### src/include/ssm_map.svh
// constants of the supervised serial memory slave
`ifndef SSM_MAP_SVH
`define SSM_MAP_SVH

`define SSM_CLK_PERIOD_NS   10
`define SSM_HOLD_TIMEOUT_MS 200
`define SSM_HOLD_CYCLES     ((`SSM_HOLD_TIMEOUT_MS * 1000000) / `SSM_CLK_PERIOD_NS)
`define SSM_GLITCH_NS       100
`define SSM_GLITCH_CYCLES   ((`SSM_GLITCH_NS + `SSM_CLK_PERIOD_NS - 1) / `SSM_CLK_PERIOD_NS)
`define SSM_WRITE_CYCLE_MS  5
`define SSM_WRITE_CYCLES    ((`SSM_WRITE_CYCLE_MS * 1000000) / `SSM_CLK_PERIOD_NS)
`define SSM_TYPE_CODE       4'ha
`define SSM_CNT_W           32

`endif

### src/include/ssm_pkg.sv
// types of the supervised serial memory slave
package ssm_pkg;

    typedef enum logic [2:0] {
        SSM_IDLE  = 3'b000,
        SSM_ADDR  = 3'b001,
        SSM_AACK  = 3'b010,
        SSM_WDATA = 3'b011,
        SSM_WACK  = 3'b100,
        SSM_RDATA = 3'b101,
        SSM_RACK  = 3'b110,
        SSM_WAIT  = 3'b111
    } ssm_state_e;

    typedef struct packed {
        logic start;
        logic stop;
        logic scl_rise;
        logic scl_fall;
        logic sda;
    } ssm_bus_ev_s;

    typedef struct packed {
        logic       valid;
        logic [7:0] data;
    } ssm_byte_s;

endpackage : ssm_pkg

### src/rtl/ssm_sync.sv
// three-stage synchroniser with agreement on the last two stages
`timescale 1ns/1ps

module ssm_sync (
    input  wire logic clk_i,
    input  wire logic rst_n_i,
    input  wire logic async_i,
    input  wire logic init_i,
    output logic      level_o,
    output logic      fall_o,
    output logic      rise_o
);
    logic s1_ff;
    logic s2_ff;
    logic s3_ff;
    logic level_ff;

    always_ff @(posedge clk_i) begin
        if (!rst_n_i) begin
            s1_ff <= init_i;
            s2_ff <= init_i;
            s3_ff <= init_i;
        end else begin
            s1_ff <= async_i;
            s2_ff <= s1_ff;
            s3_ff <= s2_ff;
        end
    end

    // a change counts only once the second and third stages agree
    always_ff @(posedge clk_i) begin
        if (!rst_n_i) begin
            level_ff <= init_i;
        end else if (s2_ff == s3_ff) begin
            level_ff <= s3_ff;
        end
    end

    assign level_o = level_ff;
    assign fall_o  = level_ff & (s2_ff == s3_ff) & ~s3_ff;
    assign rise_o  = ~level_ff & (s2_ff == s3_ff) & s3_ff;
endmodule : ssm_sync

### src/rtl/ssm_top.sv
// supply supervisor and serial memory bus front end
`timescale 1ns/1ps
`include "ssm_map.svh"

module ssm_top #(
    parameter int unsigned HOLD_CYCLES   = `SSM_HOLD_CYCLES,
    parameter int unsigned WRITE_CYCLES  = `SSM_WRITE_CYCLES,
    parameter int unsigned GLITCH_CYCLES = `SSM_GLITCH_CYCLES
) (
    input  wire logic       clk_i,
    input  wire logic       rst_n_i,
    input  wire logic       supply_ok_i,
    input  wire logic       pushbutton_input_n_i,
    input  wire logic       write_protect_i,
    input  wire logic       reset_pin_i,
    output logic            reset_pin_o,
    output logic            reset_pin_oe_o,
    output logic            reset_hi_o,
    output logic            reset_hi_oe_o,
    input  wire logic       scl_i,
    input  wire logic       sda_i,
    output logic            sda_o,
    output logic            sda_oe_o,
    input  wire logic [7:0] rd_data_i,
    output logic            rd_req_o,
    output logic            wr_valid_o,
    output logic [7:0]      wr_data_o,
    output logic            write_busy_o
);
    // ----------------------------------------------------------------
    // input synchronisers
    // ----------------------------------------------------------------
    logic sup_lvl, mr_lvl, rp_lvl, rp_fall, scl_lvl, scl_rise, scl_fall;
    logic sda_lvl, sda_rise, sda_fall;

    ssm_sync u_sup (.clk_i(clk_i), .rst_n_i(rst_n_i), .async_i(supply_ok_i),
                    .init_i(1'b0), .level_o(sup_lvl), .fall_o(), .rise_o());
    ssm_sync u_mr  (.clk_i(clk_i), .rst_n_i(rst_n_i), .async_i(pushbutton_input_n_i),
                    .init_i(1'b1), .level_o(mr_lvl), .fall_o(), .rise_o());
    ssm_sync u_rp  (.clk_i(clk_i), .rst_n_i(rst_n_i), .async_i(reset_pin_i),
                    .init_i(1'b1), .level_o(rp_lvl), .fall_o(rp_fall), .rise_o());
    ssm_sync u_scl (.clk_i(clk_i), .rst_n_i(rst_n_i), .async_i(scl_i),
                    .init_i(1'b1), .level_o(scl_lvl), .fall_o(scl_fall),
                    .rise_o(scl_rise));
    ssm_sync u_sda (.clk_i(clk_i), .rst_n_i(rst_n_i), .async_i(sda_i),
                    .init_i(1'b1), .level_o(sda_lvl), .fall_o(sda_fall),
                    .rise_o(sda_rise));

    // ----------------------------------------------------------------
    // pushbutton glitch filter
    // ----------------------------------------------------------------
    logic [7:0] mr_cnt_ff;
    logic       mr_low_ff;

    // low must persist past the glitch window before it counts
    always_ff @(posedge clk_i) begin
        if (!rst_n_i) begin
            mr_cnt_ff <= 8'h00;
            mr_low_ff <= 1'b0;
        end else if (mr_lvl) begin
            mr_cnt_ff <= 8'h00;
            mr_low_ff <= 1'b0;
        end else if (mr_cnt_ff >= 8'(GLITCH_CYCLES)) begin
            mr_low_ff <= 1'b1;
        end else begin
            mr_cnt_ff <= mr_cnt_ff + 8'h01;
        end
    end

    // ----------------------------------------------------------------
    // hold timeout
    // ----------------------------------------------------------------
    logic [`SSM_CNT_W-1:0] hold_cnt_ff;
    logic                  in_reset;
    logic                  trigger;

    // own driving of the pin must not retrigger, so only external falls count
    // the loaded counter marks our own drive; the pin fall trails it by the synchroniser
    assign trigger = ~sup_lvl | mr_low_ff | (rp_fall & (hold_cnt_ff == '0));

    always_ff @(posedge clk_i) begin
        if (!rst_n_i) begin
            hold_cnt_ff <= `SSM_CNT_W'(HOLD_CYCLES);
        end else if (trigger) begin
            hold_cnt_ff <= `SSM_CNT_W'(HOLD_CYCLES);
        end else if (hold_cnt_ff != '0) begin
            hold_cnt_ff <= hold_cnt_ff - `SSM_CNT_W'(1);
        end
    end

    assign in_reset       = trigger | (hold_cnt_ff != '0);
    assign reset_pin_o    = 1'b0;
    assign reset_pin_oe_o = in_reset;
    assign reset_hi_o     = 1'b1;
    assign reset_hi_oe_o  = in_reset;

    // ----------------------------------------------------------------
    // bus conditions
    // ----------------------------------------------------------------
    logic start_ev, stop_ev;
    assign start_ev = sda_fall & scl_lvl;
    assign stop_ev  = sda_rise & scl_lvl;

    // ----------------------------------------------------------------
    // internal write cycle timer
    // ----------------------------------------------------------------
    logic [`SSM_CNT_W-1:0] wcyc_cnt_ff;
    logic                  wr_pending_ff;
    logic                  busy;

    assign busy         = wcyc_cnt_ff != '0;
    assign write_busy_o = busy;

    // a running cycle always completes; a new one never starts in reset
    always_ff @(posedge clk_i) begin
        if (!rst_n_i) begin
            wcyc_cnt_ff <= '0;
        end else if (busy) begin
            wcyc_cnt_ff <= wcyc_cnt_ff - `SSM_CNT_W'(1);
        end else if (stop_ev && wr_pending_ff && !in_reset) begin
            wcyc_cnt_ff <= `SSM_CNT_W'(WRITE_CYCLES);
        end
    end

    // ----------------------------------------------------------------
    // byte engine
    // ----------------------------------------------------------------
    ssm_pkg::ssm_state_e state_ff;
    logic [3:0]          bit_ff;
    logic [7:0]          sh_ff;
    logic                sda_oe_ff;
    logic                rd_req_ff;
    logic                wr_valid_ff;
    logic [7:0]          wr_data_ff;

    function automatic logic addr_match(input logic [7:0] b);
        addr_match = b[7:4] == `SSM_TYPE_CODE;
    endfunction : addr_match

    always_ff @(posedge clk_i) begin
        if (!rst_n_i) begin
            state_ff      <= ssm_pkg::SSM_IDLE;
            bit_ff        <= 4'h0;
            sh_ff         <= 8'h00;
            sda_oe_ff     <= 1'b0;
            rd_req_ff     <= 1'b0;
            wr_valid_ff   <= 1'b0;
            wr_data_ff    <= 8'h00;
            wr_pending_ff <= 1'b0;
        end else begin
            rd_req_ff   <= 1'b0;
            wr_valid_ff <= 1'b0;
            if (in_reset) begin
                state_ff      <= ssm_pkg::SSM_IDLE;
                sda_oe_ff     <= 1'b0;
                wr_pending_ff <= 1'b0;
            end else if (stop_ev) begin
                state_ff      <= ssm_pkg::SSM_IDLE;
                sda_oe_ff     <= 1'b0;
                wr_pending_ff <= 1'b0;
            end else if (start_ev) begin
                state_ff  <= ssm_pkg::SSM_ADDR;
                bit_ff    <= 4'h0;
                sda_oe_ff <= 1'b0;
            end else begin
                case (state_ff)
                    ssm_pkg::SSM_ADDR, ssm_pkg::SSM_WDATA: begin
                        if (scl_rise) begin
                            sh_ff  <= {sh_ff[6:0], sda_lvl};
                            bit_ff <= bit_ff + 4'h1;
                        end else if (scl_fall && bit_ff == 4'h8) begin
                            bit_ff <= 4'h0;
                            if (state_ff == ssm_pkg::SSM_ADDR) begin
                                if (addr_match(sh_ff) && !busy) begin
                                    sda_oe_ff <= 1'b1;
                                    state_ff  <= ssm_pkg::SSM_AACK;
                                    rd_req_ff <= sh_ff[0];
                                end else begin
                                    state_ff <= ssm_pkg::SSM_WAIT;
                                end
                            end else if (!write_protect_i) begin
                                sda_oe_ff     <= 1'b1;
                                wr_valid_ff   <= 1'b1;
                                wr_data_ff    <= sh_ff;
                                wr_pending_ff <= 1'b1;
                                state_ff      <= ssm_pkg::SSM_WACK;
                            end else begin
                                state_ff <= ssm_pkg::SSM_WAIT;
                            end
                        end
                    end
                    ssm_pkg::SSM_AACK: begin
                        if (scl_fall) begin
                            if (sh_ff[0]) begin
                                sh_ff     <= rd_data_i;
                                sda_oe_ff <= ~rd_data_i[7];
                                state_ff  <= ssm_pkg::SSM_RDATA;
                                bit_ff    <= 4'h1;
                            end else begin
                                sda_oe_ff <= 1'b0;
                                state_ff  <= ssm_pkg::SSM_WDATA;
                            end
                        end
                    end
                    ssm_pkg::SSM_WACK: begin
                        if (scl_fall) begin
                            sda_oe_ff <= 1'b0;
                            state_ff  <= ssm_pkg::SSM_WDATA;
                        end
                    end
                    ssm_pkg::SSM_RDATA: begin
                        if (scl_fall) begin
                            if (bit_ff == 4'h8) begin
                                sda_oe_ff <= 1'b0;
                                state_ff  <= ssm_pkg::SSM_RACK;
                            end else begin
                                sda_oe_ff <= ~sh_ff[3'(7 - bit_ff)];
                                bit_ff    <= bit_ff + 4'h1;
                            end
                        end
                    end
                    ssm_pkg::SSM_RACK: begin
                        if (scl_rise) begin
                            if (!sda_lvl) begin
                                rd_req_ff <= 1'b1;
                                state_ff  <= ssm_pkg::SSM_AACK;
                                sh_ff[0]  <= 1'b1;
                            end else begin
                                state_ff <= ssm_pkg::SSM_WAIT;
                            end
                        end
                    end
                    ssm_pkg::SSM_WAIT, ssm_pkg::SSM_IDLE: begin
                        sda_oe_ff <= 1'b0;
                    end
                    default: begin
                        state_ff <= ssm_pkg::SSM_IDLE;
                    end
                endcase
            end
        end
    end

    assign sda_o      = 1'b0;
    assign sda_oe_o   = sda_oe_ff;
    assign rd_req_o   = rd_req_ff;
    assign wr_valid_o = wr_valid_ff;
    assign wr_data_o  = wr_data_ff;
endmodule : ssm_top

### config.mk
export PLATFORM = sky130hd
export DESIGN_NAME = ssm_top
export DESIGN_NICKNAME = d
export VERILOG_FILES = /design/src/include/ssm_pkg.sv /design/src/rtl/ssm_sync.sv /design/src/rtl/ssm_top.sv
export VERILOG_INCLUDE_DIRS = /design/src /design/src/include
export SDC_FILE = /design/constraint.sdc
export NUM_CORES = 1
export LEC_CHECK = 0
export BUFFER_PORTS_ARGS = -buffer_cell sky130_fd_sc_hd__buf_2
export CAP_MARGIN = 20
export CORE_UTILIZATION = 36
export CTS_CLUSTER_SIZE = 20
export DETAILED_ROUTE_END_ITERATION = 10
export PLACE_DENSITY = 0.49
export SLEW_MARGIN = 20
export SYNTH_ARGS = -nofsm -noshare
export SYNTH_HDL_FRONTEND = slang
export SYNTH_HIERARCHICAL = 1
export SYNTH_SLANG_ARGS = --single-unit
### constraint.sdc
create_clock -name clk_i -period 3.5 [get_ports clk_i]
set_clock_uncertainty 0.1 [all_clocks]
set_input_delay 0.525 -clock clk_i [delete_from_list [all_inputs] [get_ports clk_i]]
set_output_delay 0.525 -clock clk_i [all_outputs]
set_load 0.02 [all_outputs]
==> impl_metrics.json, run 1 <==
{
  "fin_nets": 795,
  "cp_max_fo": 10,
  "placementRows": 47,
  "clock_sinks": 120,
  "postRouteAntennaNets": 0,
  "drc": 0,
  "grt_overflow": 0,
  "internal_power_mw": 3.23,
  "synth_cells": 736,
  "grt.total_usage_pct": 18.2,
  "die_y_um": 132,
  "arrival_ns": 2.62,
  "tightest_slew_ns": 0.807,
  "stdcell_area_um2": 7110,
  "final_cell_mix": "dfxtp_1 (115), nand2_1 (92), a21oi_1 (59)",
  "drt_iter0_drc": 391,
  "ctsLongestPathBuffers": 2,
  "drt-vias-per-instance": 5.52,
  "syn_area_per_cell_um2": 8.30,
  "fin_crit_sh_pct": 92.7,
  "cap_violations": 0,
  "outcome": "finished clean",
  "dpl.hpwl_um": 10500,
  "cp-start-kind": "flip-flop",
  "drt-total-wl_um": 15300,
  "power_frac_seq_pct": 34.1,
  "leakage_nw": 2.57,
  "cts-htree-levels": 4,
  "dr.pass1.iters": 5,
  "place_area_um2": 6550,
  "post-route-min-period_ns": 3.25,
  "grt_pass1_wl_um": 25800,
  "cts_tree": "yes",
  "finalHoldViolCount": 0,
  "power_frac_clock_pct": 31.6,
  "diodes": 0,
  "grt_start_max_net_pins": 41,
  "max_slew_margin_pct": 46.1,
  "initial_core_util_pct": 36.8,
  "place.port_buffers": 29,
  "p_switching_mw": 1.99,
  "coreArea_um2": 16600,
  "layout-drive-gt1-share_pct": 13.0,
  "gp_congestion": 0.792,
  "path_clk_slew_ns": 0.06,
  "fmax_mhz": 308,
  "root_buffer": "clkbuf_16",
  "antenna_found_initial": 0,
  "areaGrowthSynthToFinish_pct": 16.3,
  "rsz0062_at_grt": "no",
  "die_w_um": 132,
  "netlist_area_um2": 6110,
  "hold_buffers": 0,
  "place_inst": 972,
  "setup_viol": 0,
  "layout_commonest_cell": "dfxtp_1",
  "holdWs_ns": 0.198,
  "die_area_um2": 17500,
  "fin_tns_setup_ns": 0,
  "crit_type": "reg -> out",
  "power_mw": 5.21,
  "cts_buffers": 17,
  "power.density_nw_per_um2": 734,
  "combPwrFrac_pct": 34.3,
  "irDropWorstVdd_uv": 457,
  "drv_slew": 0,
  "yosys_warnings": 6,
  "grt_pass1_vias": 5202,
  "worstPathRequired_ns": 2.87,
  "end_kind": "output pin",
  "switching_share_pct": 38.1,
  "clkLatencyLatePin_ns": 0.42,
  "min_path_type": "in -> reg",
  "ios": 33,
  "stdcell_count": 1004,
  "wire_per_inst_um": 15.2,
  "dr_total_vias": 5541
}
==> power by group through the flow <==
stage                     sequential, mW  clock (mW)  combinational (mW)
after CTS                           1.78        1.69                1.79
after global routing                1.82        1.76                2.00
after floorplan                     1.75           0                1.33
after global placement              1.79           0                1.75
final                               1.78        1.65                1.79
after detailed placement            1.80           0                1.78
==> area by class of cell <==
class                   count  area (µm²)
fillers                  1633        9480
multi-input cells         566        3450
flip-flops and latches    120        2450
clock buffers              19         433
repair buffers             52         318
well taps                 220         275
clock inverters            13         124
inverters                  14        52.6
==> per-stage QoR <==
step           utilization (%)  setup WS, ns
2_1_floorplan                -         0.528
3_3_place_gp              39.5         0.343
3_5_place_dp              39.5         0.257
4_1_cts                   42.8        0.0600
5_1_grt                   42.9         0.130
6_report                  42.9         0.254
==> worst max-delay path, cell delays in order, from the launching register on <==
cell,delay [ns]
dfxtp_1,0.34
or4_1,0.66
or4b_4,0.63
nor3_1,0.26
nand2_1,0.13
buf_2,0.18
==> final timing paths <==
path	startpoint	end	slack [ns]	cells after the start
setup reg to reg	hold_cnt_ff[12]$_SDFFE_PP0P_	sda_oe_o$_SDFFE_PP0P_	0.39	5
hold / removal	reset_pin_i	u_rp/s1_ff$_DFF_P_	0.20	3
setup / recovery	hold_cnt_ff[12]$_SDFFE_PP0P_	reset_pin_oe_o	0.25	5
hold reg to reg	u_sda/s1_ff$_DFF_P_	u_sda/s2_ff$_DFF_P_	0.33	2
==> per-layer routing <==
| layer | global-route usage (%) | vias to the layer above | routed length (µm) |
|---|---|---|---|
| met4 | 5.94 | 0 | 158 |
| li1 | - | 2779 | - |
| met1 | 24.7 | 2639 | 7660 |
| met5 | 0 | - | 0 |
| met3 | 4.00 | 16 | 515 |
| met2 | 28.7 | 107 | 6950 |
==> registers in the layout, indices dropped and copies added, names as in the netlist, 3 cells and up <==
register	count
hold_cnt_ff	32
mr_cnt_ff	8
bit_ff	4
wr_data_o	8
wcyc_cnt_ff	32
sh_ff	8
state_ff	3
==> timing repair <==
| item | in CTS | in global routing |
|---|---|---|
| buffers inserted | 0 | 0 |
| endpoints found under the setup margin | 0 | 2 |
| gates resized for setup | 0 | 1 |
No activity file was read; power rests on OpenSTA's default activity.
==> run 2, diff against run 1 <==
--- a/config.mk
+++ b/config.mk
@@ -6,6 +6,7 @@
 export SDC_FILE = /design/constraint.sdc
 export NUM_CORES = 1
 export LEC_CHECK = 0
+export ABC_AREA = 1
 export BUFFER_PORTS_ARGS = -buffer_cell sky130_fd_sc_hd__buf_2
 export CAP_MARGIN = 20
 export CORE_UTILIZATION = 36
==> impl_metrics.json, run 2 <==
{
  "outcome": "finished clean",
  "tightest_slew_ns": 0.499,
  "reg_top3": "hold_cnt_ff: 32 flops, wcyc_cnt_ff: 32 flops",
  "fin_nets": 1018,
  "grt_overflow": 0,
  "coreArea_um2": 17500,
  "drc": 0,
  "min_path_type": "in -> reg",
  "place_inst": 1200,
  "ctsResizeCount": 0,
  "arrival_ns": 2.25,
  "drt-vias-per-instance": 4.72,
  "fmax_mhz": 348,
  "end_kind": "output pin",
  "power.density_nw_per_um2": 702,
  "fin_tns_setup_ns": 0,
  "drt_iter0_drc": 323,
  "wire_per_inst_um": 12.9,
  "synth_cells": 952,
  "irDropWorstVdd_uv": 452,
  "place.port_buffers": 29,
  "stdcell_area_um2": 7510,
  "finalHoldViolCount": 0,
  "path_clk_slew_ns": 0.07,
  "cts_buffers": 17,
  "grt_pass1_vias": 5483,
  "cts_tree": "yes",
  "crit_type": "reg -> out",
  "die_y_um": 137,
  "setup_viol": 0,
  "drt-total-wl_um": 15800,
  "cts_setup_buffers": 0,
  "max_slew_margin_pct": 66.5,
  "yosys_warnings": 6,
  "diodes": 0,
  "ios": 33,
  "clkLatencyLatePin_ns": 0.42,
  "stdcell_count": 1232,
  "drv_slew": 0,
  "fin_crit_sh_pct": 82.0,
  "postRouteAntennaNets": 0,
  "worstPathRequired_ns": 2.87,
  "root_buffer": "clkbuf_16",
  "grt_pass1_wl_um": 26800,
  "cap_violations": 0,
  "ctsLongestPathBuffers": 2,
  "syn_area_per_cell_um2": 6.86,
  "layout-drive-gt1-share_pct": 14.1,
  "cts-htree-levels": 4,
  "cp_max_fo": 8,
  "layout_commonest_cell": "nand2_1",
  "hold_buffers": 0,
  "die_area_um2": 18700,
  "power_mw": 5.27,
  "dr.pass1.iters": 5,
  "grt.total_usage_pct": 18.7,
  "cp-start-kind": "flip-flop",
  "leakage_nw": 3.25,
  "antenna_found_initial": 0,
  "initial_core_util_pct": 37.4,
  "rsz0062_at_grt": "no",
  "netlist_area_um2": 6530,
  "placementRows": 48,
  "place_area_um2": 6910,
  "post-route-min-period_ns": 2.87,
  "dr_total_vias": 5810,
  "dpl.hpwl_um": 11800,
  "clock_sinks": 120,
  "die_w_um": 137,
  "areaGrowthSynthToFinish_pct": 15.0,
  "gp_congestion": 0.838,
  "final_cell_mix": "nand2_1 (236), nor2_1 (178), dfxtp_1 (115)",
  "grt_start_max_net_pins": 33
}
==> run 2: worst paths after layout <==
| kind | from | end | slack [ns] | depth (start not counted) |
|---|---|---|---|---|
| worst max-delay path | hold_cnt_ff[0]$_SDFFE_PP0P_ | reset_hi_oe_o | 0.63 | 11 |
| worst min-delay path | supply_ok_i | u_sup/s1_ff$_DFF_P_ | 0.19 | 3 |
| worst max register to register | hold_cnt_ff[0]$_SDFFE_PP0P_ | hold_cnt_ff[8]$_SDFFE_PP1P_ | 1.20 | 12 |
| worst min register to register | u_sda/s1_ff$_DFF_P_ | u_sda/s2_ff$_DFF_P_ | 0.32 | 2 |
==> run 2: metal layers <==
layer,GRT usage (%),up-vias,share of wire [%]
met5,0,-,0
met4,6.73,0,1.0
met2,29.4,66,45
met3,3.78,14,2.2
li1,-,3104,-
met1,25.3,2626,52
==> run 2: where the power goes <==
part	internal [mW]	switching, mW	total [mW]
Clock	1.08	0.739	1.82
Combinational	0.615	1.11	1.73
Sequential	1.57	0.160	1.73
Total	3.26	2.01	5.27
==> run 2: layout make-up <==
cell class / count / area, µm²
fillers: 1879 / 9970
multi-input cells: 728 / 3640
flip-flops and latches: 120 / 2450
clock buffers: 17 / 425
inverters: 93 / 349
well taps: 225 / 282
repair buffers: 34 / 183
clock inverters: 15 / 178
==> run 2: critical path, stage by stage, from the launching register on <==
cell and delay (ns):
dfxtp_1 0.33, inv_1 0.16, ha_1 0.22, inv_1 0.05, nor2_1 0.08, nand2_1 0.05, nor2_1 0.11, nand2_2 0.10
nor2_8 0.19, a21oi_2 0.12, nand2_1 0.21, buf_2 0.21
==> run 2: stage by stage <==
stage	hold WS, ns	worst slack [ns]	utilization [%]
after floorplan	0.303	1.27	-
after CTS	0.167	0.591	43.0
after detailed placement	0.311	1.06	39.5
final	0.191	0.629	43.0
after global routing	0.186	0.396	43.0
after global placement	0.307	1.10	39.5
==> run 3, diff against run 2 <==
==> constraint.sdc (replaced) <==
create_clock -name clk_i -period 3 [get_ports clk_i]
set_clock_uncertainty 0.1 [all_clocks]
set_input_delay 0.45 -clock clk_i [delete_from_list [all_inputs] [get_ports clk_i]]
set_output_delay 0.45 -clock clk_i [all_outputs]
set_load 0.02 [all_outputs]
==> impl_metrics.json, run 3 (same netlist as run 2, synthesis figures left out) <==
{
  "outcome": "finished clean",
  "cts-htree-levels": 4,
  "p_switching_mw": 2.40,
  "grt_start_max_net_pins": 43,
  "coreArea_um2": 17500,
  "leakage_nw": 3.27,
  "path_clk_slew_ns": 0.07,
  "crit_type": "reg -> out",
  "placementRows": 48,
  "grt.total_usage_pct": 18.4,
  "power_frac_clock_pct": 34.9,
  "drv_slew": 0,
  "dr_total_vias": 5810,
  "dr.pass1.iters": 5,
  "cts_tree": "yes",
  "fin_tns_setup_ns": 0,
  "cp_cell_sequence": "inv_1, ha_1, inv_1, nor2_1, nand2_1, nor2_1, nand2_2, nor2_8, a21oi_2, nand2_1, buf_2",
  "grt_overflow": 0,
  "ctsResizeCount": 0,
  "cts_setup_buffers": 0,
  "initial_core_util_pct": 37.4,
  "r2r_slack_ns": 0.79,
  "fin_util_pct": 43.1,
  "gp_congestion": 0.878,
  "cp_max_fo": 8,
  "arrival_ns": 2.26,
  "tightest_slew_ns": 0.618,
  "clkLatencyLatePin_ns": 0.43,
  "grt_pass1_wl_um": 26400,
  "power_mw": 6.24,
  "cpMaxStageDelayCell": "dfxtp_1",
  "fmax_mhz": 356,
  "fin_nets": 1019,
  "areaGrowthSynthToFinish_pct": 15.5,
  "drt-total-wl_um": 15900,
  "use_met3_pct": 4.22,
  "clock_sinks": 120,
  "ios": 33,
  "final_cell_mix": "nand2_1 (236), nor2_1 (178), dfxtp_1 (115)",
  "cap_violations": 0,
  "wire_per_inst_um": 12.9,
  "antenna_found_initial": 0,
  "min_path_type": "in -> reg",
  "max_slew_margin_pct": 58.7,
  "place.port_buffers": 29,
  "ctsLongestPathBuffers": 2,
  "finalHoldViolCount": 0,
  "hold_buffers": 0,
  "top_usage_layer": "met2",
  "drt_iter0_drc": 394,
  "post-route-min-period_ns": 2.81,
  "die_area_um2": 18700,
  "switching_share_pct": 38.5,
  "power.density_nw_per_um2": 828,
  "layout-drive-gt1-share_pct": 14.2,
  "crit_buf_inv": 3,
  "grt_pass1_vias": 5308,
  "end_kind": "output pin",
  "drt-vias-per-instance": 4.71,
  "setup_viol": 0,
  "use_met2_pct": 28.2,
  "holdWs_ns": 0.111,
  "die_y_um": 137,
  "layout_setup_ws_ns": 0.189,
  "fin_crit_sh_pct": 93.7,
  "die_w_um": 137,
  "internal_power_mw": 3.84,
  "met1_usage_pct": 25.2,
  "dpl.hpwl_um": 11700,
  "irDropWorstVdd_uv": 488,
  "rsz0062_at_grt": "no",
  "pre_cts_slack_ns": 0.622,
  "slowest_delay_ns": 0.33,
  "cts_buffers": 17,
  "layout_commonest_cell": "nand2_1",
  "drc": 0,
  "postRouteAntennaNets": 0,
  "cp-start-kind": "flip-flop",
  "reg_top3": "hold_cnt_ff: 32 flops, wcyc_cnt_ff: 32 flops",
  "power_frac_seq_pct": 32.3,
  "root_buffer": "clkbuf_16",
  "worstPathRequired_ns": 2.45,
  "combPwrFrac_pct": 32.9,
  "cp_top_family": "simple AND/OR/NAND/NOR gates",
  "diodes": 0
}
[run 3: final timing paths]
check / start / end / cells after the start
worst max-delay path: hold_cnt_ff[0]$_SDFFE_PP0P_ / reset_pin_oe_o / 11
worst min-delay path: pushbutton_input_n_i / u_mr/s1_ff$_DFF_P_ / 3
worst max register to register: hold_cnt_ff[0]$_SDFFE_PP0P_ / hold_cnt_ff[8]$_SDFFE_PP1P_ / 12
worst min register to register: u_sup/s1_ff$_DFF_P_ / u_sup/s2_ff$_DFF_P_ / 2
[run 3: worst min-delay path, cell delays in order]
cell and delay [ns]:
buf_2 0.07, nand2_1 0.04, nand2_1 0.05
[run 3: power by group through the flow]
| stage | Combinational (mW) | Clock (mW) | Sequential, mW |
|---|---|---|---|
| floorplan | 1.61 | 0 | 2.01 |
| global placement | 2.05 | 0 | 2.05 |
| detailed placement | 2.03 | 0 | 2.05 |
| CTS | 2.05 | 2.23 | 2.01 |
| global route | 2.35 | 2.31 | 2.05 |
| finish | 2.05 | 2.18 | 2.01 |
[run 3: stage by stage]
stage | instance area (µm²) | cells
final | 7540 | 1233
after global routing | 7540 | 1233
after CTS | 7540 | 1233
after detailed placement | 6910 | 1201
after global placement | 6910 | 1201
after floorplan | 6550 | 958
[run 3: metal layers]
| layer | vias up | part of all wire, % |
|---|---|---|
| met3 | 21 | 3.6 |
| met4 | 0 | 1.5 |
| met5 | - | 0 |
| met2 | 90 | 44 |
| li1 | 3112 | - |
| met1 | 2587 | 51 |
[run 3: final cells by class]
| cell class | instances | area [µm²] |
|---|---|---|
| multi-input combinational | 728 | 3640 |
| clock inverter | 15 | 201 |
| tap | 225 | 282 |
| fill | 1816 | 9940 |
| clock buffer | 17 | 425 |
| inverter | 93 | 349 |
| sequential | 120 | 2450 |
| timing repair buffer | 35 | 190 |
